===== config.mk =====
export PLATFORM = sky130hd
export DESIGN_NAME = usr_std_req
export DESIGN_NICKNAME = d
export VERILOG_FILES = /design/src/verilog/usr_pkg.sv /design/src/verilog/usr_link_if.sv /design/src/verilog/usr_ep_bank.sv /design/src/verilog/usr_reg_port.sv /design/src/verilog/usr_std_req.sv
export SDC_FILE = /design/constraint.sdc
export NUM_CORES = 1
export LEC_CHECK = 0
export ABC_AREA = 1
export BUFFER_PORTS_ARGS = -buffer_cell sky130_fd_sc_hd__buf_2
export CAP_MARGIN = 5
export CORE_AREA = 5 5 102 104
export DETAILED_ROUTE_END_ITERATION = 8
export DIE_AREA = 0 0 107 109
export GPL_ROUTABILITY_DRIVEN = 0
export PLACE_DENSITY = 0.75
export SETUP_SLACK_MARGIN = 0.5
export SLEW_MARGIN = 15
export SYNTH_ARGS = -nofsm -noshare
export SYNTH_HDL_FRONTEND = slang
export SYNTH_SLANG_ARGS = --single-unit

===== constraint.sdc =====
create_clock -name mclk -period 3.65 [get_ports mclk]
set_clock_uncertainty 0.1 [all_clocks]
set_input_delay 0.5475 -clock mclk [delete_from_list [all_inputs] [get_ports mclk]]
set_output_delay 0.5475 -clock mclk [all_outputs]
set_load 0.005 [all_outputs]

===== src/verilog/usr_pkg.sv =====
// Overview of operation
// - device status bit D4 reports whether latency tolerance messages are enabled.
// - LTM enable changes only by set/clear feature LTM; zero after reset.
// - first interface status bit D0 shows function remote wake capability.
// - first interface bit D1 shows wake enable; zero by default and function reset.
// - wake enable changes only by set feature function suspend, or clears by function reset.
// - status of any other interface returns two zero bytes.
// - unused interface and endpoint status bits up to D15 read zero.
// - every bulk and interrupt endpoint keeps a halt bit read back in status.
// - halt set by request stalls exactly like a hardware halt.
// - clear halt request ends stalling only if the halting condition is already gone.
// - every clear halt resets data sequence, and stream state when streams enabled.
// - halt bits clear after any successful set configuration or set interface.
// - set address with type zero takes the value field as new address.
// - new address is adopted only after a successful status stage.
// - other requests finish their operation before the status stage.
// - default state: nonzero address enters address state, zero stays default.
// - address state: zero address returns to default, nonzero keeps address state.
// - set configuration uses value low byte; zero means address state.
// - address state: zero stays, match configures, other value is request error.
// - configured state: zero to address, match stays configured, other is error.
package usr_pkg;
  localparam int NUM_EP = 4;
  localparam int NUM_IF = 2;
  typedef enum logic [2:0] {
    DEV_DEFAULT = 3'h1,
    DEV_ADDRESS = 3'h2,
    DEV_CONFIGURED = 3'h4
  } usr_dev_t;
  localparam logic [7:0] REQ_GET_STATUS = 8'h00;
  localparam logic [7:0] REQ_CLR_FEATURE = 8'h01;
  localparam logic [7:0] REQ_SET_FEATURE = 8'h03;
  localparam logic [7:0] REQ_SET_ADDRESS = 8'h05;
  localparam logic [7:0] REQ_SET_CONFIG = 8'h09;
  localparam logic [7:0] REQ_SET_IFACE = 8'h0B;
  localparam logic [7:0] TYPE_STD_DEV_OUT = 8'h00;
  localparam logic [4:0] RCP_DEV = 5'h00;
  localparam logic [4:0] RCP_IF = 5'h01;
  localparam logic [4:0] RCP_EP = 5'h02;
  localparam logic [15:0] FEAT_EP_HALT = 16'h0000;
  localparam logic [15:0] FEAT_FUNC_SUSP = 16'h0000;
  localparam logic [15:0] FEAT_LTM = 16'h0032;
  localparam int DEV_LTM_BIT = 4;
  localparam int IF_CAP_BIT = 0;
  localparam int IF_WAKE_BIT = 1;
  localparam int SUSP_WAKE_BIT = 9;
  localparam logic [7:0] REG_CTRL = 8'h00;
  localparam logic [7:0] REG_STATUS = 8'h04;
  localparam logic [7:0] REG_HALT = 8'h08;
  localparam logic [7:0] CFG_VALUE_RST = 8'h01;
  localparam int CTRL_CAP_BIT = 8;
  localparam int CTRL_STREAM_BIT = 9;
  localparam int ST_ADDR_LSB = 0;
  localparam int ST_STATE_LSB = 8;
  localparam int ST_LTM_BIT = 11;
  localparam int ST_WAKE_BIT = 12;
  localparam int ST_CFG_LSB = 16;
endpackage


===== src/verilog/usr_link_if.sv =====
`timescale 1ns/1ps
`default_nettype none
interface usr_link_if;
  import usr_pkg::*;
  logic [NUM_EP-1:0] haltSet;
  logic [NUM_EP-1:0] haltClr;
  logic haltAll;
  logic [NUM_EP-1:0] halted;
  logic [NUM_EP-1:0] seqRst;
  logic [NUM_EP-1:0] streamRst;
  logic [7:0] cfgValue;
  logic wakeCap;
  logic streamEn;
  logic [31:0] statusWord;
  modport core (output haltSet, haltClr, haltAll, statusWord, input halted, cfgValue, wakeCap);
  modport bank (input haltSet, haltClr, haltAll, streamEn, output halted, seqRst, streamRst);
  modport regs (output cfgValue, wakeCap, streamEn, input statusWord, halted);
endinterface
`default_nettype wire


===== src/verilog/usr_ep_bank.sv =====
`timescale 1ns/1ps
`default_nettype none
module usr_ep_bank
  import usr_pkg::*;
(
  // clock and reset
  input wire logic mclk,
  input wire logic sys_rst,
  // hardware halt causes
  input wire logic [NUM_EP-1:0] epHaltCond,
  // core side
  usr_link_if.bank lnk
);
  typedef struct packed {
    logic [NUM_EP-1:0] halted;
    logic [NUM_EP-1:0] seqRst;
    logic [NUM_EP-1:0] streamRst;
  } usr_bank_t;
  usr_bank_t q, d;
  logic [NUM_EP-1:0] haltNext;

  // a live hardware cause wins over any clear
  for (genvar i = 0; i < NUM_EP; i++)
  begin : g_ep
    assign haltNext[i] = (q.halted[i] & ~lnk.haltClr[i] & ~lnk.haltAll) | lnk.haltSet[i] | epHaltCond[i];
  end

  always_comb
  begin
    d = q;
    d.halted = haltNext;
    d.seqRst = lnk.haltClr;
    d.streamRst = lnk.streamEn ? lnk.haltClr : '0;
  end

  always_ff @(posedge mclk or posedge sys_rst)
  begin
    if (sys_rst)
      q <= '0;
    else
      q <= d;
  end

  assign lnk.halted = q.halted;
  assign lnk.seqRst = q.seqRst;
  assign lnk.streamRst = q.streamRst;
endmodule
`default_nettype wire


===== src/verilog/usr_reg_port.sv =====
`timescale 1ns/1ps
`default_nettype none
module usr_reg_port
  import usr_pkg::*;
(
  // clock and reset
  input wire logic mclk,
  input wire logic sys_rst,
  // register port
  input wire logic [7:0] regAddr,
  input wire logic [31:0] regWdata,
  input wire logic regWr,
  input wire logic regRd,
  output logic [31:0] regRdata,
  // core side
  usr_link_if.regs lnk
);
  typedef struct packed {
    logic [7:0] cfgValue;
    logic wakeCap;
    logic streamEn;
    logic [31:0] rdata;
  } usr_regs_t;
  usr_regs_t q, d;

  always_comb
  begin
    d = q;
    d.rdata = '0;
    if (regWr && regAddr == REG_CTRL)
    begin
      d.cfgValue = regWdata[7:0];
      d.wakeCap = regWdata[CTRL_CAP_BIT];
      d.streamEn = regWdata[CTRL_STREAM_BIT];
    end
    // unmapped reads answer zero
    if (regRd)
    begin
      case (regAddr)
        REG_CTRL:
        begin
          d.rdata[7:0] = q.cfgValue;
          d.rdata[CTRL_CAP_BIT] = q.wakeCap;
          d.rdata[CTRL_STREAM_BIT] = q.streamEn;
        end
        REG_STATUS: d.rdata = lnk.statusWord;
        REG_HALT: d.rdata[NUM_EP-1:0] = lnk.halted;
        default: d.rdata = '0;
      endcase
    end
  end

  always_ff @(posedge mclk or posedge sys_rst)
  begin
    if (sys_rst)
      q <= '{cfgValue: CFG_VALUE_RST, wakeCap: 1'b0, streamEn: 1'b0, rdata: 32'h0000_0000};
    else
      q <= d;
  end

  assign regRdata = q.rdata;
  assign lnk.cfgValue = q.cfgValue;
  assign lnk.wakeCap = q.wakeCap;
  assign lnk.streamEn = q.streamEn;
endmodule
`default_nettype wire


===== src/verilog/usr_std_req.sv =====
`timescale 1ns/1ps
`default_nettype none
module usr_std_req
  import usr_pkg::*;
(
  // clock and reset
  input wire logic mclk,
  input wire logic sys_rst,
  // decoded setup packet
  input wire logic reqValid,
  input wire logic [7:0] reqType,
  input wire logic [7:0] reqCode,
  input wire logic [15:0] reqValue,
  input wire logic [15:0] reqIndex,
  input wire logic [15:0] reqLength,
  // request answer
  output logic reqDone,
  output logic reqErr,
  output logic [15:0] replyData,
  // status stage
  input wire logic statusOk,
  // function reset
  input wire logic funcRst,
  // endpoints
  input wire logic [NUM_EP-1:0] epHaltCond,
  output logic [NUM_EP-1:0] epStall,
  output logic [NUM_EP-1:0] epSeqRst,
  output logic [NUM_EP-1:0] epStreamRst,
  // device state
  output logic [2:0] devState,
  output logic [6:0] devAddr,
  output logic ltmEnable,
  output logic funcWakeEn,
  output logic [7:0] activeCfg,
  // register port
  input wire logic [7:0] regAddr,
  input wire logic [31:0] regWdata,
  input wire logic regWr,
  input wire logic regRd,
  output logic [31:0] regRdata
);
  // ----------------------------------------
  // state
  // ----------------------------------------
  typedef struct packed {
    usr_dev_t state;
    logic [6:0] addr;
    logic [6:0] pendAddr;
    logic pendValid;
    logic ltm;
    logic fwake;
    logic [7:0] cfg;
    logic done;
    logic err;
    logic [15:0] reply;
    logic [NUM_EP-1:0] haltSet;
    logic [NUM_EP-1:0] haltClr;
    logic haltAll;
  } usr_core_t;
  usr_core_t q, d;
  usr_link_if lnk();

  // endpoint number in index low bits, direction bit ignored
  function automatic logic [NUM_EP-1:0] epOneHot(input logic [15:0] idx);
    epOneHot = '0;
    for (int i = 0; i < NUM_EP; i++)
    begin
      if (idx[3:0] == 4'(i + 1))
        epOneHot[i] = 1'b1;
    end
  endfunction

  logic [4:0] rcp;
  logic [NUM_EP-1:0] epHit;
  logic epZero;
  logic isCfg;
  logic ifOk;
  assign rcp = reqType[4:0];
  assign epHit = epOneHot(reqIndex);
  assign epZero = reqIndex[3:0] == 4'h0;
  assign isCfg = q.state == DEV_CONFIGURED;
  assign ifOk = isCfg && reqIndex[7:0] < 8'(NUM_IF);

  // ----------------------------------------
  // request handling
  // ----------------------------------------
  always_comb
  begin
    d = q;
    d.done = 1'b0;
    d.err = 1'b0;
    d.haltSet = '0;
    d.haltClr = '0;
    d.haltAll = 1'b0;
    // address moves only once the status stage is through
    if (statusOk && q.pendValid)
    begin
      d.pendValid = 1'b0;
      d.addr = q.pendAddr;
      d.state = (q.pendAddr == 7'h00) ? DEV_DEFAULT : DEV_ADDRESS;
    end
    if (funcRst)
      d.fwake = 1'b0;
    if (reqValid)
    begin
      // effects other than set address land with the answer (halt bits a cycle later), ahead of any status stage
      d.done = 1'b1;
      d.reply = '0;
      case (reqCode)
        REQ_GET_STATUS:
        begin
          if (rcp == RCP_DEV)
            d.reply[DEV_LTM_BIT] = q.ltm;
          else if (rcp == RCP_IF && ifOk)
          begin
            if (reqIndex[7:0] == 8'h00)
            begin
              d.reply[IF_CAP_BIT] = lnk.wakeCap;
              d.reply[IF_WAKE_BIT] = q.fwake;
            end
          end
          else if (rcp == RCP_EP && epZero)
            d.reply = '0;
          else if (rcp == RCP_EP && isCfg && epHit != '0)
            d.reply[0] = |(epHit & lnk.halted);
          else
            d.err = 1'b1;
        end
        REQ_CLR_FEATURE:
        begin
          if (rcp == RCP_DEV && reqValue == FEAT_LTM)
            d.ltm = 1'b0;
          else if (rcp == RCP_EP && reqValue == FEAT_EP_HALT && epZero)
            d.err = 1'b0;
          else if (rcp == RCP_EP && reqValue == FEAT_EP_HALT && isCfg && epHit != '0)
            d.haltClr = epHit;
          else
            d.err = 1'b1;
        end
        REQ_SET_FEATURE:
        begin
          if (rcp == RCP_DEV && reqValue == FEAT_LTM && isCfg)
            d.ltm = 1'b1;
          else if (rcp == RCP_IF && reqValue == FEAT_FUNC_SUSP && isCfg && reqIndex[7:0] == 8'h00)
            d.fwake = reqIndex[SUSP_WAKE_BIT];
          else if (rcp == RCP_EP && reqValue == FEAT_EP_HALT && isCfg && epHit != '0)
            d.haltSet = epHit;
          else
            d.err = 1'b1;
        end
        REQ_SET_ADDRESS:
        begin
          // values above 127 are the host's problem; only seven bits kept
          if (reqType == TYPE_STD_DEV_OUT)
          begin
            d.pendAddr = reqValue[6:0];
            d.pendValid = 1'b1;
          end
          else
            d.err = 1'b1;
        end
        REQ_SET_CONFIG:
        begin
          // high value byte, index and length assumed zero by the host
          if (q.state == DEV_DEFAULT)
            d.err = 1'b1;
          else if (reqValue[7:0] == 8'h00)
          begin
            d.state = DEV_ADDRESS;
            d.cfg = 8'h00;
            d.haltAll = 1'b1;
          end
          else if (reqValue[7:0] == lnk.cfgValue)
          begin
            d.state = DEV_CONFIGURED;
            d.cfg = reqValue[7:0];
            d.haltAll = 1'b1;
          end
          else
            d.err = 1'b1;
        end
        REQ_SET_IFACE:
        begin
          // only alternate setting zero exists
          if (ifOk && reqValue == 16'h0000 && reqLength == 16'h0000)
            d.haltAll = 1'b1;
          else
            d.err = 1'b1;
        end
        default: d.err = 1'b1;
      endcase
    end
  end

  always_ff @(posedge mclk or posedge sys_rst)
  begin
    if (sys_rst)
      q <= '{state: DEV_DEFAULT, addr: 7'h00, pendAddr: 7'h00, pendValid: 1'b0, ltm: 1'b0, fwake: 1'b0,
             cfg: 8'h00, done: 1'b0, err: 1'b0, reply: 16'h0000, haltSet: '0, haltClr: '0, haltAll: 1'b0};
    else
      q <= d;
  end

  // ----------------------------------------
  // submodules and outputs
  // ----------------------------------------
  always_comb
  begin
    lnk.statusWord = '0;
    lnk.statusWord[ST_ADDR_LSB +: 7] = q.addr;
    lnk.statusWord[ST_STATE_LSB +: 3] = q.state;
    lnk.statusWord[ST_LTM_BIT] = q.ltm;
    lnk.statusWord[ST_WAKE_BIT] = q.fwake;
    lnk.statusWord[ST_CFG_LSB +: 8] = q.cfg;
  end
  assign lnk.haltSet = q.haltSet;
  assign lnk.haltClr = q.haltClr;
  assign lnk.haltAll = q.haltAll;

  usr_ep_bank u_bank (
    .mclk(mclk),
    .sys_rst(sys_rst),
    .epHaltCond(epHaltCond),
    .lnk(lnk.bank)
  );

  usr_reg_port u_regs (
    .mclk(mclk),
    .sys_rst(sys_rst),
    .regAddr(regAddr),
    .regWdata(regWdata),
    .regWr(regWr),
    .regRd(regRd),
    .regRdata(regRdata),
    .lnk(lnk.regs)
  );

  assign reqDone = q.done;
  assign reqErr = q.err;
  assign replyData = q.reply;
  assign epStall = lnk.halted;
  assign epSeqRst = lnk.seqRst;
  assign epStreamRst = lnk.streamRst;
  assign devState = q.state;
  assign devAddr = q.addr;
  assign ltmEnable = q.ltm;
  assign funcWakeEn = q.fwake;
  assign activeCfg = q.cfg;
endmodule
`default_nettype wire


# ---- Word-level counts from Yosys, hierarchy flattened
# Cells that the tools add are included.
dict set report word_totals {
  register_bits 109
  latch_bits 0
  ram_bits 0
  mem_bits_ro 0
  in_bits 115
  output_inout_bits 82
  elab_cells 163
  memories 0
}
dict set report classes {
  n_addsub 0
  n_mul 0
  div 0
  order_cmp 1
  n_eq_ne 19
  shift 0
  n_mux 65
  bitwise_logic 23
  n_reduce_logical 35
}
# operator count
set op_table {}
lappend op_table {{8-bit logical NOT} 5}
lappend op_table {{38-bit 2-to-1 mux} 1}
lappend op_table {{4-bit 2-to-1 mux} 9}
lappend op_table {{16-bit logical NOT} 2}
lappend op_table {{1-bit 2-to-1 mux} 32}
lappend op_table {{32-bit 2-to-1 mux} 1}
lappend op_table {{8-bit 2-to-1 mux} 4}
lappend op_table {{8-bit by 4-bit equality test with 1-bit output (second input constant)} 3}
lappend op_table {{1-bit logical AND} 18}
lappend op_table {{16-bit by 6-bit equality test with 1-bit output (second input constant)} 1}
lappend op_table {{8-bit by 3-bit equality test with 1-bit output (second input constant)} 2}
lappend op_table {{16-bit 2-to-1 mux} 1}
lappend op_table {{15-bit 2-to-1 mux} 1}
lappend op_table {{3-bit 2-to-1 mux} 5}
lappend op_table {{14-bit 2-to-1 mux} 1}
lappend op_table {{12-bit 2-to-1 mux} 1}
lappend op_table {{4-bit one-hot mux with 3 select lines} 1}
lappend op_table {{6-bit one-hot mux with 2 select lines} 1}
lappend op_table {{10-bit 2-to-1 mux} 1}
lappend op_table {{1-bit AND} 8}
lappend op_table {{4-bit by 2-bit equality test with 1-bit output (second input constant)} 2}
lappend op_table {{8-bit by 1-bit equality test with 1-bit output (second input constant)} 1}
lappend op_table {{8-bit by 2-bit equality test with 1-bit output (second input constant)} 1}
lappend op_table {{8-bit equality test} 1}
lappend op_table {{22 further kinds} 40}

# ---- Longest topological paths before layout
# Gate-level depths: netlist of run 1.
dict set report logic_depth {
  depth_word 10
  ltp_mapped 11
  mapped_depth_nobuf 11
}

# ---- Modules after synthesis
# Synthesis of run 1 repeated with hierarchy kept, for this count alone.
dict set report unflattened {
  hier_cells 584
  area_unflattened_um2 4799.6
}
# module n_inst cells_each area_each_um2 seq_area_each_um2
set modules_own_cells {}
lappend modules_own_cells {usr_std_req 1 363 2667.6 1052.3}
lappend modules_own_cells {usr_reg_port 1 184 1737.9 1052.3}
lappend modules_own_cells {usr_ep_bank 1 37 394.1 300.3}

# ---- Worst setup path before layout of run 1
# No wires, ideal clock.
dict set report synth_timing {
  path_type {in2reg}
  from {in regAddr[1]}
  to {reg u_regs.q, in the netlist u_regs.lnk.cfgValue[1]}
  arrival_ps 1679
  required_ps 3425
  slack_ps 1746
  stages 5
  n_path_buf 1
  path_cell_list {or2_4 > nor3_4 > nand2_4 > buf_6 > mux2_4}
}
dict set report synth_via {
  elab_chain_cells 2
}
# item line_no
set synth_rtl {}
lappend synth_rtl {{from (decl)} usr_std_req.sv:36} ;# input wire logic [7:0] regAddr,
lappend synth_rtl {{8-bit logical NOT} usr_reg_port.sv:30} ;# if (regWr && regAddr == REG_CTRL)
lappend synth_rtl {{1-bit logical AND} usr_reg_port.sv:30}
lappend synth_rtl {{to (signal assigned)} usr_reg_port.sv:56} ;# q <= '{cfgValue: CFG_VALUE_RST, wakeCap: 1'b0, streamEn: 1'b0, rdata: 32'h0000_0000};
lappend synth_rtl {{to (decl)} usr_reg_port.sv:24} ;# usr_regs_t q, d;
# Every way passes these cells.
# A chain may end at the register's enable or synchronous reset.

# ---- Worst setup path after layout of run 1
dict set report layout_timing {
  from {reg q, in the netlist devState[0]}
  to {reg q, in the netlist activeCfg[0]}
}
dict set report layout_via {
  elab_chain_cells 3
}
# item line_no
set layout_rtl {}
lappend layout_rtl {{from (decl)} usr_std_req.sv:60} ;# usr_core_t q, d;
lappend layout_rtl {{from (signal assigned)} usr_std_req.sv:198} ;# q <= '{state: DEV_DEFAULT, addr: 7'h00, pendAddr: 7'h00, pendValid: 1'b0, ltm: 1'b0, fwake: 1'b0,
lappend layout_rtl {{3-bit by 1-bit equality test with 1-bit output} usr_std_req.sv:165} ;# if (q.state == DEV_DEFAULT)
lappend layout_rtl {{1-bit inverter (no line)} -}
lappend layout_rtl {{4-bit AND reduction (no line)} -}
# Every way passes these cells.

==> results of run 1 <==
[stage by stage]
step                area, sq um   util  worst slack (ps)  instances  hold WS [ps]
finish                     5090  0.538              1700        780           208
global route               5090  0.538              1410        780           258
CTS                        5090  0.538              1680        780           256
detailed placement         4880  0.515              1340        764           296
global placement           4880  0.515              1400        764           286
floorplan                  4380      -               812        557           266
[layout by cell type (no fill, tap or decap), types with 2 or more instances in the layout]
cell type and count:
a21oi_1 10, buf_2 143, clkbuf_8 9, clkinvlp_4 2, conb_1 24, dfrtp_1 83
dfstp_2 2, inv_1 72, inv_8 2, mux2_2 4, mux2_4 2, nand2_1 109
nand3_1 28, nand3b_1 4, nand4_1 12, nor2_1 91, nor2_2 2, nor3_1 7
nor4_1 4, o21a_1 2, o21ai_0 32, or2_2 2, xnor2_1 4
[layer usage]
| metal | up-vias | wire [um] | GRT usage |
|---|---|---|---|
| met4 | 0 | 116 | 0.0457 |
| met1 | 1737 | 4410 | 0.225 |
| met5 | - | 0 | 0 |
| met3 | 13 | 933 | 0.0480 |
| met2 | 183 | 5300 | 0.332 |
| li1 | 1858 | - | - |
[worst max path at each step]
stage | startpoint | to | slack, ps | cells after the start
detailed placement | reqType[3] | q[41] | 1340 | 6
CTS | devState[0] | activeCfg[3] | 1680 | 7
global placement | regAddr[1] | u_regs.regRdata[9] | 1400 | 5
floorplan | sys_rst | activeCfg[0] | 810 | 1
finish | devState[0] | activeCfg[0] | 1700 | 7
global route | devState[0] | activeCfg[0] | 1410 | 7
[power by group]
group	internal (mW)	leakage (nW)	switching (mW)
Combinational	0.0620	1.60	0.0940
Clock	0.334	0.103	0.380
Sequential	0.954	1.12	0.0105
Total	1.35	2.82	0.485
[worst register-to-register path, delay by kind of cell, from the launching register on]
family                 cells  cell delay (ps)
AND/OR/NAND/NOR            4              830
flip-flops                 1              550
AO/OA/AOI/OAI              1              140
buffers and inverters      2              180
[flip-flops by register name, indices dropped and copies added (netlist names), 3 cells and up]
name                  flops
u_regs.lnk.cfgValue       8
devAddr                   7
lnk.haltSet               4
lnk.haltClr               4
replyData                 3
u_bank.lnk.halted         4
u_bank.lnk.streamRst      4
u_bank.lnk.seqRst         4
u_regs.regRdata          21
q                         8
activeCfg                 8
devState                  3
[cells by family (layout without fill, tap and decap cells)]
| group | count (synthesis) | count (layout) | synth area share |
|---|---|---|---|
| muxes | 6 | 6 | 0.0175 |
| other | 1 | 24 | 0.000873 |
| and+or+nand+nor | 265 | 265 | 0.265 |
| xor gates and xnor gates | 4 | 4 | 0.00816 |
| DFF | 85 | 85 | 0.496 |
| AOI/OAI and AO/OA | 49 | 49 | 0.0624 |
| buffers and inverters | 124 | 233 | 0.150 |
[layout make-up]
type                    instances  area (sq um)  area share
clock buffers                   9           124      0.0243
clock inverters                 7          92.6      0.0182
inverters                      73           277      0.0543
multi-input cells             348          1610       0.315
flip-flops and latches         85          2130       0.418
well taps                     114           143      0.0280
repair buffers                144           723       0.142
==> metrics.cfg, run 1 <==
[route]
drt_wl_total_um=10800
drc_errors=0
via_per_inst=4.86
first_pass_iters=5
vias=3791
wire_per_inst_um=13.8
drtAntennaViolNets=0
drt_iter0_drc=159

[cts]
cts_resized=0
numCtsBuffers=9
holdBufCountCts=0
clkSinkCount=85
cts_tree=done
insertion_delay_ps=360
root_buffer=clkbuf_8
clockBufferDepth=2
postCtsSetupBuffers=0
h-tree-depth=3
path_clk_slew_ps=90

[global_routing]
overflow=0
grt_pass1_wl_um=17200
grt_pass1_vias=3740
grt_use_total=0.186
grt_max_degree=63
antenna_found_initial=0

[floorplan]
die-area_sq_um=11700
core_area_sq_um=9460
die_height_um=109
num_rows=36
start_util=0.454
die_w_um=107
ios=197

[sta]
max_clock_freq_mhz=514
finalMaxSlewViolations=0
rsz0062_at_grt=false
worstMarginPinSlew_ps=761
timing.final.crit_share=0.533
setup-violations-final=0
fin_setup_tns_ps=0
timing_hold_violations_final=0
relSlewSlack=0.493
period_minus_slack_ps=1950

[yosys]
synth_edf_count=0
yosysTopAreaCell=dfrtp_1
ys_async_sr_fraction=1.00
yosys_register_bits=85
synth_top_area_frac=0.484
synth_flop_cell=dfrtp_1
synth.most_common_cell=nand2_1
ys_types=34
syn-cell-area_sq_um=4290
synth_area_per_cell_sq_um=8.04
synth_area_leaders=dfrtp_1 (48%), nand2_1 (9.5%), nor2_1 (8.0%)
ys_top_cells_by_count=nand2_1 (109), nor2_1 (91), dfrtp_1 (83)
ys_seq_area_frac=0.496
ys_warn_count=0
synthCells=534

[worst_setup_path]
slowest_stage=dfstp_2
cpMostUsedCell=nand2_1
criticalPathCategory=reg2reg
crit_required_ps=3770
crit_chain=inv_1 > nor3_1 > inv_1 > nand2_1 > nand2_1 > nand2_1 > o21ai_0
reg2reg_slack_ps=1700
end_kind=register
reg2reg_depth=7
cp-start-kind=register
crit_buf_inv=2
crit_family=simple AND/OR/NAND/NOR gates
reg2reg_to=activeCfg[0]
rr_startpoint=devState[0]
path_max_fanout=17
arrival_ps=2070
max_stage_delay_ps=550

[final_layout]
layout-drive-gt1-share=0.264
syn_to_final_growth_pct=18.6
fillCellCount=911
num_antenna_cells=0
fin_nets=776

[status]
status=finished clean

[power]
leakage_nw=2.82
power.total_mw=1.83
max-vdd-ir-drop_mv=0.168
power.density_nw_per_um2=360

[flow_run]
drv_cap=0

[min_path]
hp-class=in2async

[place]
hpwl_um=8650
port_buffers=143

Power figures use the tool's default switching activity.
==> run 2, diff against run 1 <==
==> constraint.sdc (replaced) <==
create_clock -name mclk -period 1.8 [get_ports mclk]
set_clock_uncertainty 0.1 [all_clocks]
set_input_delay 0.27 -clock mclk [delete_from_list [all_inputs] [get_ports mclk]]
set_output_delay 0.27 -clock mclk [all_outputs]
set_load 0.005 [all_outputs]
==> run 2 against run 1 <==
Count of clock-buffer cells in the layout up 2. Cell area is 9.8% higher. Largest cell class unchanged. Worst setup slack got worse by 1500 ps. Total power up 96%. Non-clock buffer count grew 31. Highest routed layer unchanged. Clock power increased by 76%.
==> metrics.cfg, run 2 (synthesis gave the netlist of run 1 again) <==
[status]
status=finished clean

[worst_setup_path]
cp-start-kind=register
path_max_fanout=4  ; -13
end_kind=register
arrival_ps=1780  ; -290 ps
criticalPathCategory=reg2reg
crit_required_ps=1970  ; -1800 ps

[cts]
clockBufferDepth=2  ; unchanged
insertion_delay_ps=360  ; about the same
clkSinkCount=85  ; unchanged
path_clk_slew_ps=90  ; about the same
root_buffer=clkbuf_8
h-tree-depth=3  ; unchanged
numCtsBuffers=9  ; unchanged
cts_tree=done

[flow_run]
drv_cap=0  ; unchanged

[route]
first_pass_iters=5  ; unchanged
drtAntennaViolNets=0  ; unchanged
wire_per_inst_um=14.0  ; +1.3%
met1Wirelength_um=4460  ; +1.1%
dr_wl_met3_um=1150  ; +24%
top_layer=met4
vias=3981  ; +5.0%
drt_iter0_drc=212  ; +33%
drc_errors=0  ; unchanged
drt_wl_total_um=11400  ; +5.5%
via_per_inst=4.90  ; +0.87%
met2_wirelength_um=5420  ; +2.2%

[sta]
finalMaxSlewViolations=0  ; unchanged
timing_hold_violations_final=0  ; unchanged
fin_setup_tns_ps=0  ; unchanged
period_minus_slack_ps=1620  ; -330 ps
timing.final.crit_share=0.898  ; +0.365
rsz0062_at_grt=true
max_clock_freq_mhz=619  ; +20%
setup-violations-final=0  ; unchanged

[global_routing]
antenna_found_initial=0  ; unchanged
grt_pass1_wl_um=17700  ; +3.1%
grt_pass1_vias=3892  ; +4.1%
grt_use_total=0.194  ; +0.00871
grt_max_degree=86  ; +37%
overflow=0  ; unchanged

[place]
hpwl_um=8620  ; -0.28%
port_buffers=143  ; unchanged
dp.cells=770  ; +0.79%

[power]
power.density_nw_per_um2=644  ; +79%
max-vdd-ir-drop_mv=0.426  ; +150%
leakage_nw=3.01  ; +6.6%

[floorplan]
ios=197  ; unchanged
die_height_um=109  ; unchanged
core_area_sq_um=9460  ; unchanged
start_util=0.454  ; unchanged
num_rows=36  ; unchanged
die_w_um=107  ; unchanged
die-area_sq_um=11700  ; unchanged

[final_layout]
largest_reg_flops=21  ; unchanged
fin_nets=808  ; +4.1%
layout_common_cells=buf_2 (140), nand2_1 (98), dfrtp_1 (81)
fin_cells=812  ; +4.1%
final_common_cell=buf_2
syn_to_final_growth_pct=30.2
layout-drive-gt1-share=0.348  ; +0.0839
num_antenna_cells=0  ; unchanged

[min_path]
hp-class=in2reg

==> run 2: cell count changes in the layout (fill, tap and decap cells not counted), moves of 7 or more <==
| cell | change |
|---|---|
| buf_6 | +7 |
| o21ai_0 | -20 |
| buf_4 | +21 |
| nand2_1 | -11 |
| o21ai_1 | +18 |
| nand2_2 | +9 |
| nor2_2 | +7 |
| nor2_1 | -12 |
==> run 2: per-stage QoR <==
stage / setup WS (ps) / area [sq um] / hold WS (ps) / power (mW) / utilization
after floorplan: 173 / 4450 / 201 / 2.20 / -
after global placement: 115 / 4990 / 283 / 2.31 / 0.528
after detailed placement: 68.6 / 4990 / 277 / 2.32 / 0.528
after CTS: 218 / 5420 / 0.901 / 3.61 / 0.573
after global routing: 118 / 5590 / 0.686 / 3.77 / 0.591
final: 184 / 5590 / 14.4 / 3.60 / 0.591
==> run 2: cell type report <==
type / instances / area, sq um
Clock buffer: 11 / 141
Fill cell: 843 / 3870
Timing Repair Buffer: 175 / 1010
Sequential cell: 85 / 2130
Inverter: 73 / 280
Multi-Input combinational cell: 349 / 1840
Tap cell: 114 / 143
Clock inverter: 5 / 42.5
==> run 2: final timing paths <==
path	startpoint	end	slack, ps	cells after the start
max in group asynchronous	sys_rst	devState[0]	760	4
min reg2reg	lnk.haltClr[1]	u_bank.lnk.seqRst[1]	300	0
min	epHaltCond[0]	u_bank.lnk.halted[0]	10	3
max	devState[0]	reqErr	180	8
max reg2reg	devState[0]	reqErr	180	8
min in group asynchronous	sys_rst	u_regs.regRdata[2]	450	4
==> run 2: timing repair <==
| item | 4_1_cts | 5_1_grt |
|---|---|---|
| endpoints found under the setup margin | 44 | 64 |
| gates cloned | 1 | 0 |
| hold buffers | 5 | 0 |
| resized for setup | 27 | 24 |
| pin swaps | 8 | 6 |
| buffers inserted | 11 | 9 |
| endpoints found under the hold margin | 87 | 0 |
==> run 2: worst max-delay path, cell delays in order, from the launching register on <==
cell and delay [ps]:
dfstp_2 570, inv_4 60, nor3_4 140, inv_1 110
nand2_2 110, nand2_4 110, nor2_1 110, nor2_1 40
a21oi_1 170
==> run 2: power breakdown <==
| group | internal [mW] | leakage [nW] | switching (mW) | total (mW) |
|---|---|---|---|---|
| clock | 0.554 | 0.0905 | 0.704 | 1.26 |
| sequential | 1.94 | 1.12 | 0.0249 | 1.96 |
| combinational | 0.167 | 1.80 | 0.215 | 0.381 |
| total | 2.66 | 3.01 | 0.944 | 3.60 |
==> run 2: metal layers <==
metal / vias to the layer above / global-route usage
li1: 1931 / -
met1: 1817 / 0.238
met2: 204 / 0.327
met3: 29 / 0.0562
met4: 0 / 0.0731
met5: - / 0
==> run 3, diff against run 2 <==
--- a/config.mk
+++ b/config.mk
@@ -13,7 +13,7 @@
 export DIE_AREA = 0 0 107 109
 export GPL_ROUTABILITY_DRIVEN = 0
 export PLACE_DENSITY = 0.75
-export SETUP_SLACK_MARGIN = 0.5
+export REMOVE_ABC_BUFFERS = 1
 export SLEW_MARGIN = 15
 export SYNTH_ARGS = -nofsm -noshare
 export SYNTH_HDL_FRONTEND = slang
==> run 3 against run 2 <==
Hold slack better by 4.1 ps. Via count shrank 3.6%. Count of clock-buffer cells in the layout decreased by 1. Largest cell class unchanged. Flip-flop and latch count did not move. Non-clock buffer count decreased by 15. Cell area decreased by 5.5%.
==> metrics.cfg, run 3 (synthesis gave the netlist of run 1 again) <==
[power]
pwr-share-comb=0.088  ; -0.018
clockPowerShare=0.396  ; +0.046
switching_power_mw=0.917  ; -2.8%
switching_share=0.242  ; -0.0202
leakage_nw=2.92  ; -2.9%
seq_power_share=0.516  ; -0.029
power.density_nw_per_um2=717  ; +11%
internal_power_mw=2.87  ; +8.2%
max-vdd-ir-drop_mv=0.499  ; +17%

[sta]
timing.final.crit_share=0.934  ; +0.0360
rsz0062_at_grt=true
fin_setup_tns_ps=0  ; unchanged
setup_ws_ps=119  ; -64.7 ps
max_clock_freq_mhz=595  ; -3.9%
timing_hold_violations_final=0  ; unchanged
finalMaxSlewViolations=0  ; unchanged
period_minus_slack_ps=1680  ; +64.7 ps
setup-violations-final=0  ; unchanged
relSlewSlack=0.641
worstMarginPinSlew_ps=537

[floorplan]
die_height_um=109  ; unchanged
start_util=0.454  ; unchanged
num_rows=36  ; unchanged
die_w_um=107  ; unchanged
die-area_sq_um=11700  ; unchanged
core_area_sq_um=9460  ; unchanged
ios=197  ; unchanged

[worst_setup_path]
crit_chain=xnor2_1 > nand2_1 > nor2_2 > nand3_1 > nand2_2 > nand2_2 > buf_12 > nand2_1 > o21ai_0
end_kind=register
reg2reg_to=activeCfg[6]
crit_required_ps=1940  ; -30 ps
cp-start-kind=register
path_max_fanout=16  ; +12
arrival_ps=1820  ; +40 ps
slowest_stage=dfstp_2
rr_startpoint=u_regs.lnk.cfgValue[0]
reg2reg_depth=9  ; +1
criticalPathCategory=reg2reg
max_stage_delay_ps=560  ; about the same
reg2reg_slack_ps=120  ; -60 ps

[route]
drc_errors=0  ; unchanged
drt_iter0_drc=183  ; -14%
drtAntennaViolNets=0  ; unchanged
wire_per_inst_um=13.7  ; -1.9%
drt_wl_total_um=10900  ; -3.8%
via_per_inst=4.82  ; -1.7%
first_pass_iters=4  ; -1
vias=3837  ; -3.6%

[place]
port_buffers=143  ; unchanged
hpwl_um=8840  ; +2.5%
place_ws_ps=28.6  ; -40.0 ps

[cts]
numCtsBuffers=9  ; unchanged
clkSinkCount=85  ; unchanged
clockBufferDepth=2  ; unchanged
insertion_delay_ps=350  ; about the same
root_buffer=clkbuf_8
h-tree-depth=3  ; unchanged
cts_tree=done
path_clk_slew_ps=90  ; about the same

[min_path]
hp-class=in2reg
hold_start=epHaltCond[3]
hold_depth=3  ; unchanged
hold_end=u_bank.lnk.halted[3]

[final_layout]
num_antenna_cells=0  ; unchanged
final_common_cell=buf_2
fillCellCount=872  ; +3.4%
layout-drive-gt1-share=0.282  ; -0.0666
largest_reg_flops=21  ; unchanged
multi_input_area_sq_um=1620  ; -12%
syn_to_final_growth_pct=23.1
seq_area_sq_um=2130  ; -0.12%
fin_nets=792  ; -2.0%
layout_common_cells=buf_2 (143), nand2_1 (107), nor2_1 (88)

[global_routing]
grt_pass1_wl_um=17700  ; about the same
grt_max_degree=32  ; -63%
grt_pass1_vias=3826  ; -1.7%
overflow=0  ; unchanged
grt_use_total=0.193  ; -0.00117
antenna_found_initial=0  ; unchanged

[flow_run]
drv_cap=0  ; unchanged

[status]
status=finished clean

-- run 3: changes by cell type in the layout (fill, tap and decap cells not counted), sizes merged --
cell	before	now
clkbuf	11	10
buf	170	155
nand2	111	110
clkinvlp	2	0
bufinv	0	2
clkinv	2	3
-- run 3: cell type report --
class                           count  share of cell area
Sequential cell                    85               0.403
Multi-Input combinational cell    348               0.307
Timing Repair Buffer              160               0.169
Inverter                           73              0.0521
Tap cell                          114              0.0270
Clock buffer                       10              0.0241
Clock inverter                      6              0.0180
-- run 3: power groups by stage --
stage	Combinational (mW)	Clock, mW	Sequential, mW
after CTS	0.335	1.53	1.96
after global placement	0.314	0	1.99
after detailed placement	0.324	0	2.00
final	0.333	1.50	1.96
after floorplan	0.147	0	1.99
after global routing	0.382	1.62	1.96
-- run 3: how the worst max path moves through the flow --
stage | depth (start not counted) | end | slack [ps] | startpoint
after floorplan | 1 | activeCfg[0] | -760 | sys_rst
after global placement | 8 | q[40] | 50 | reqType[3]
after detailed placement | 7 | q[38] | 30 | reqType[3]
after CTS | 9 | activeCfg[6] | 20 | devState[0]
after global routing | 9 | activeCfg[5] | -7 | u_regs.lnk.cfgValue[0]
final | 9 | activeCfg[6] | 120 | u_regs.lnk.cfgValue[0]
-- run 3: layer usage --
layer	part of all wire	wire length (um)	global-route usage
met4	0.017	187	0.0648
met1	0.41	4440	0.236
met3	0.095	1040	0.0503
met2	0.48	5260	0.335
met5	0	0	0
-- run 3: worst max-delay path: cells and delay by family, from the launching register on --
family / cells / cell delay, ps
DFF: 1 / 560
AOI/OAI and AO/OA: 1 / 80
xor gates and xnor gates: 1 / 130
buffers and inverters: 1 / 150
and+or+nand+nor: 6 / 550
-- run 3: what timing repair did --
item | CTS | global route
setup buffers | 0 | 0
hold buffers | 5 | 0
endpoints found under the setup margin | 0 | 10
hold endpoints to repair | 29 | 0
gates resized for setup | 0 | 8
-- run 3: through the flow --
step	instances	hold WS, ps	util	power [mW]	instance area [sq um]
after floorplan	506	201	-	2.14	4010
after global placement	775	225	0.528	2.31	5000
after detailed placement	775	232	0.528	2.32	5000
after CTS	796	2.64	0.557	3.82	5270
after global routing	796	12.1	0.559	3.97	5290
final	796	18.5	0.559	3.79	5290
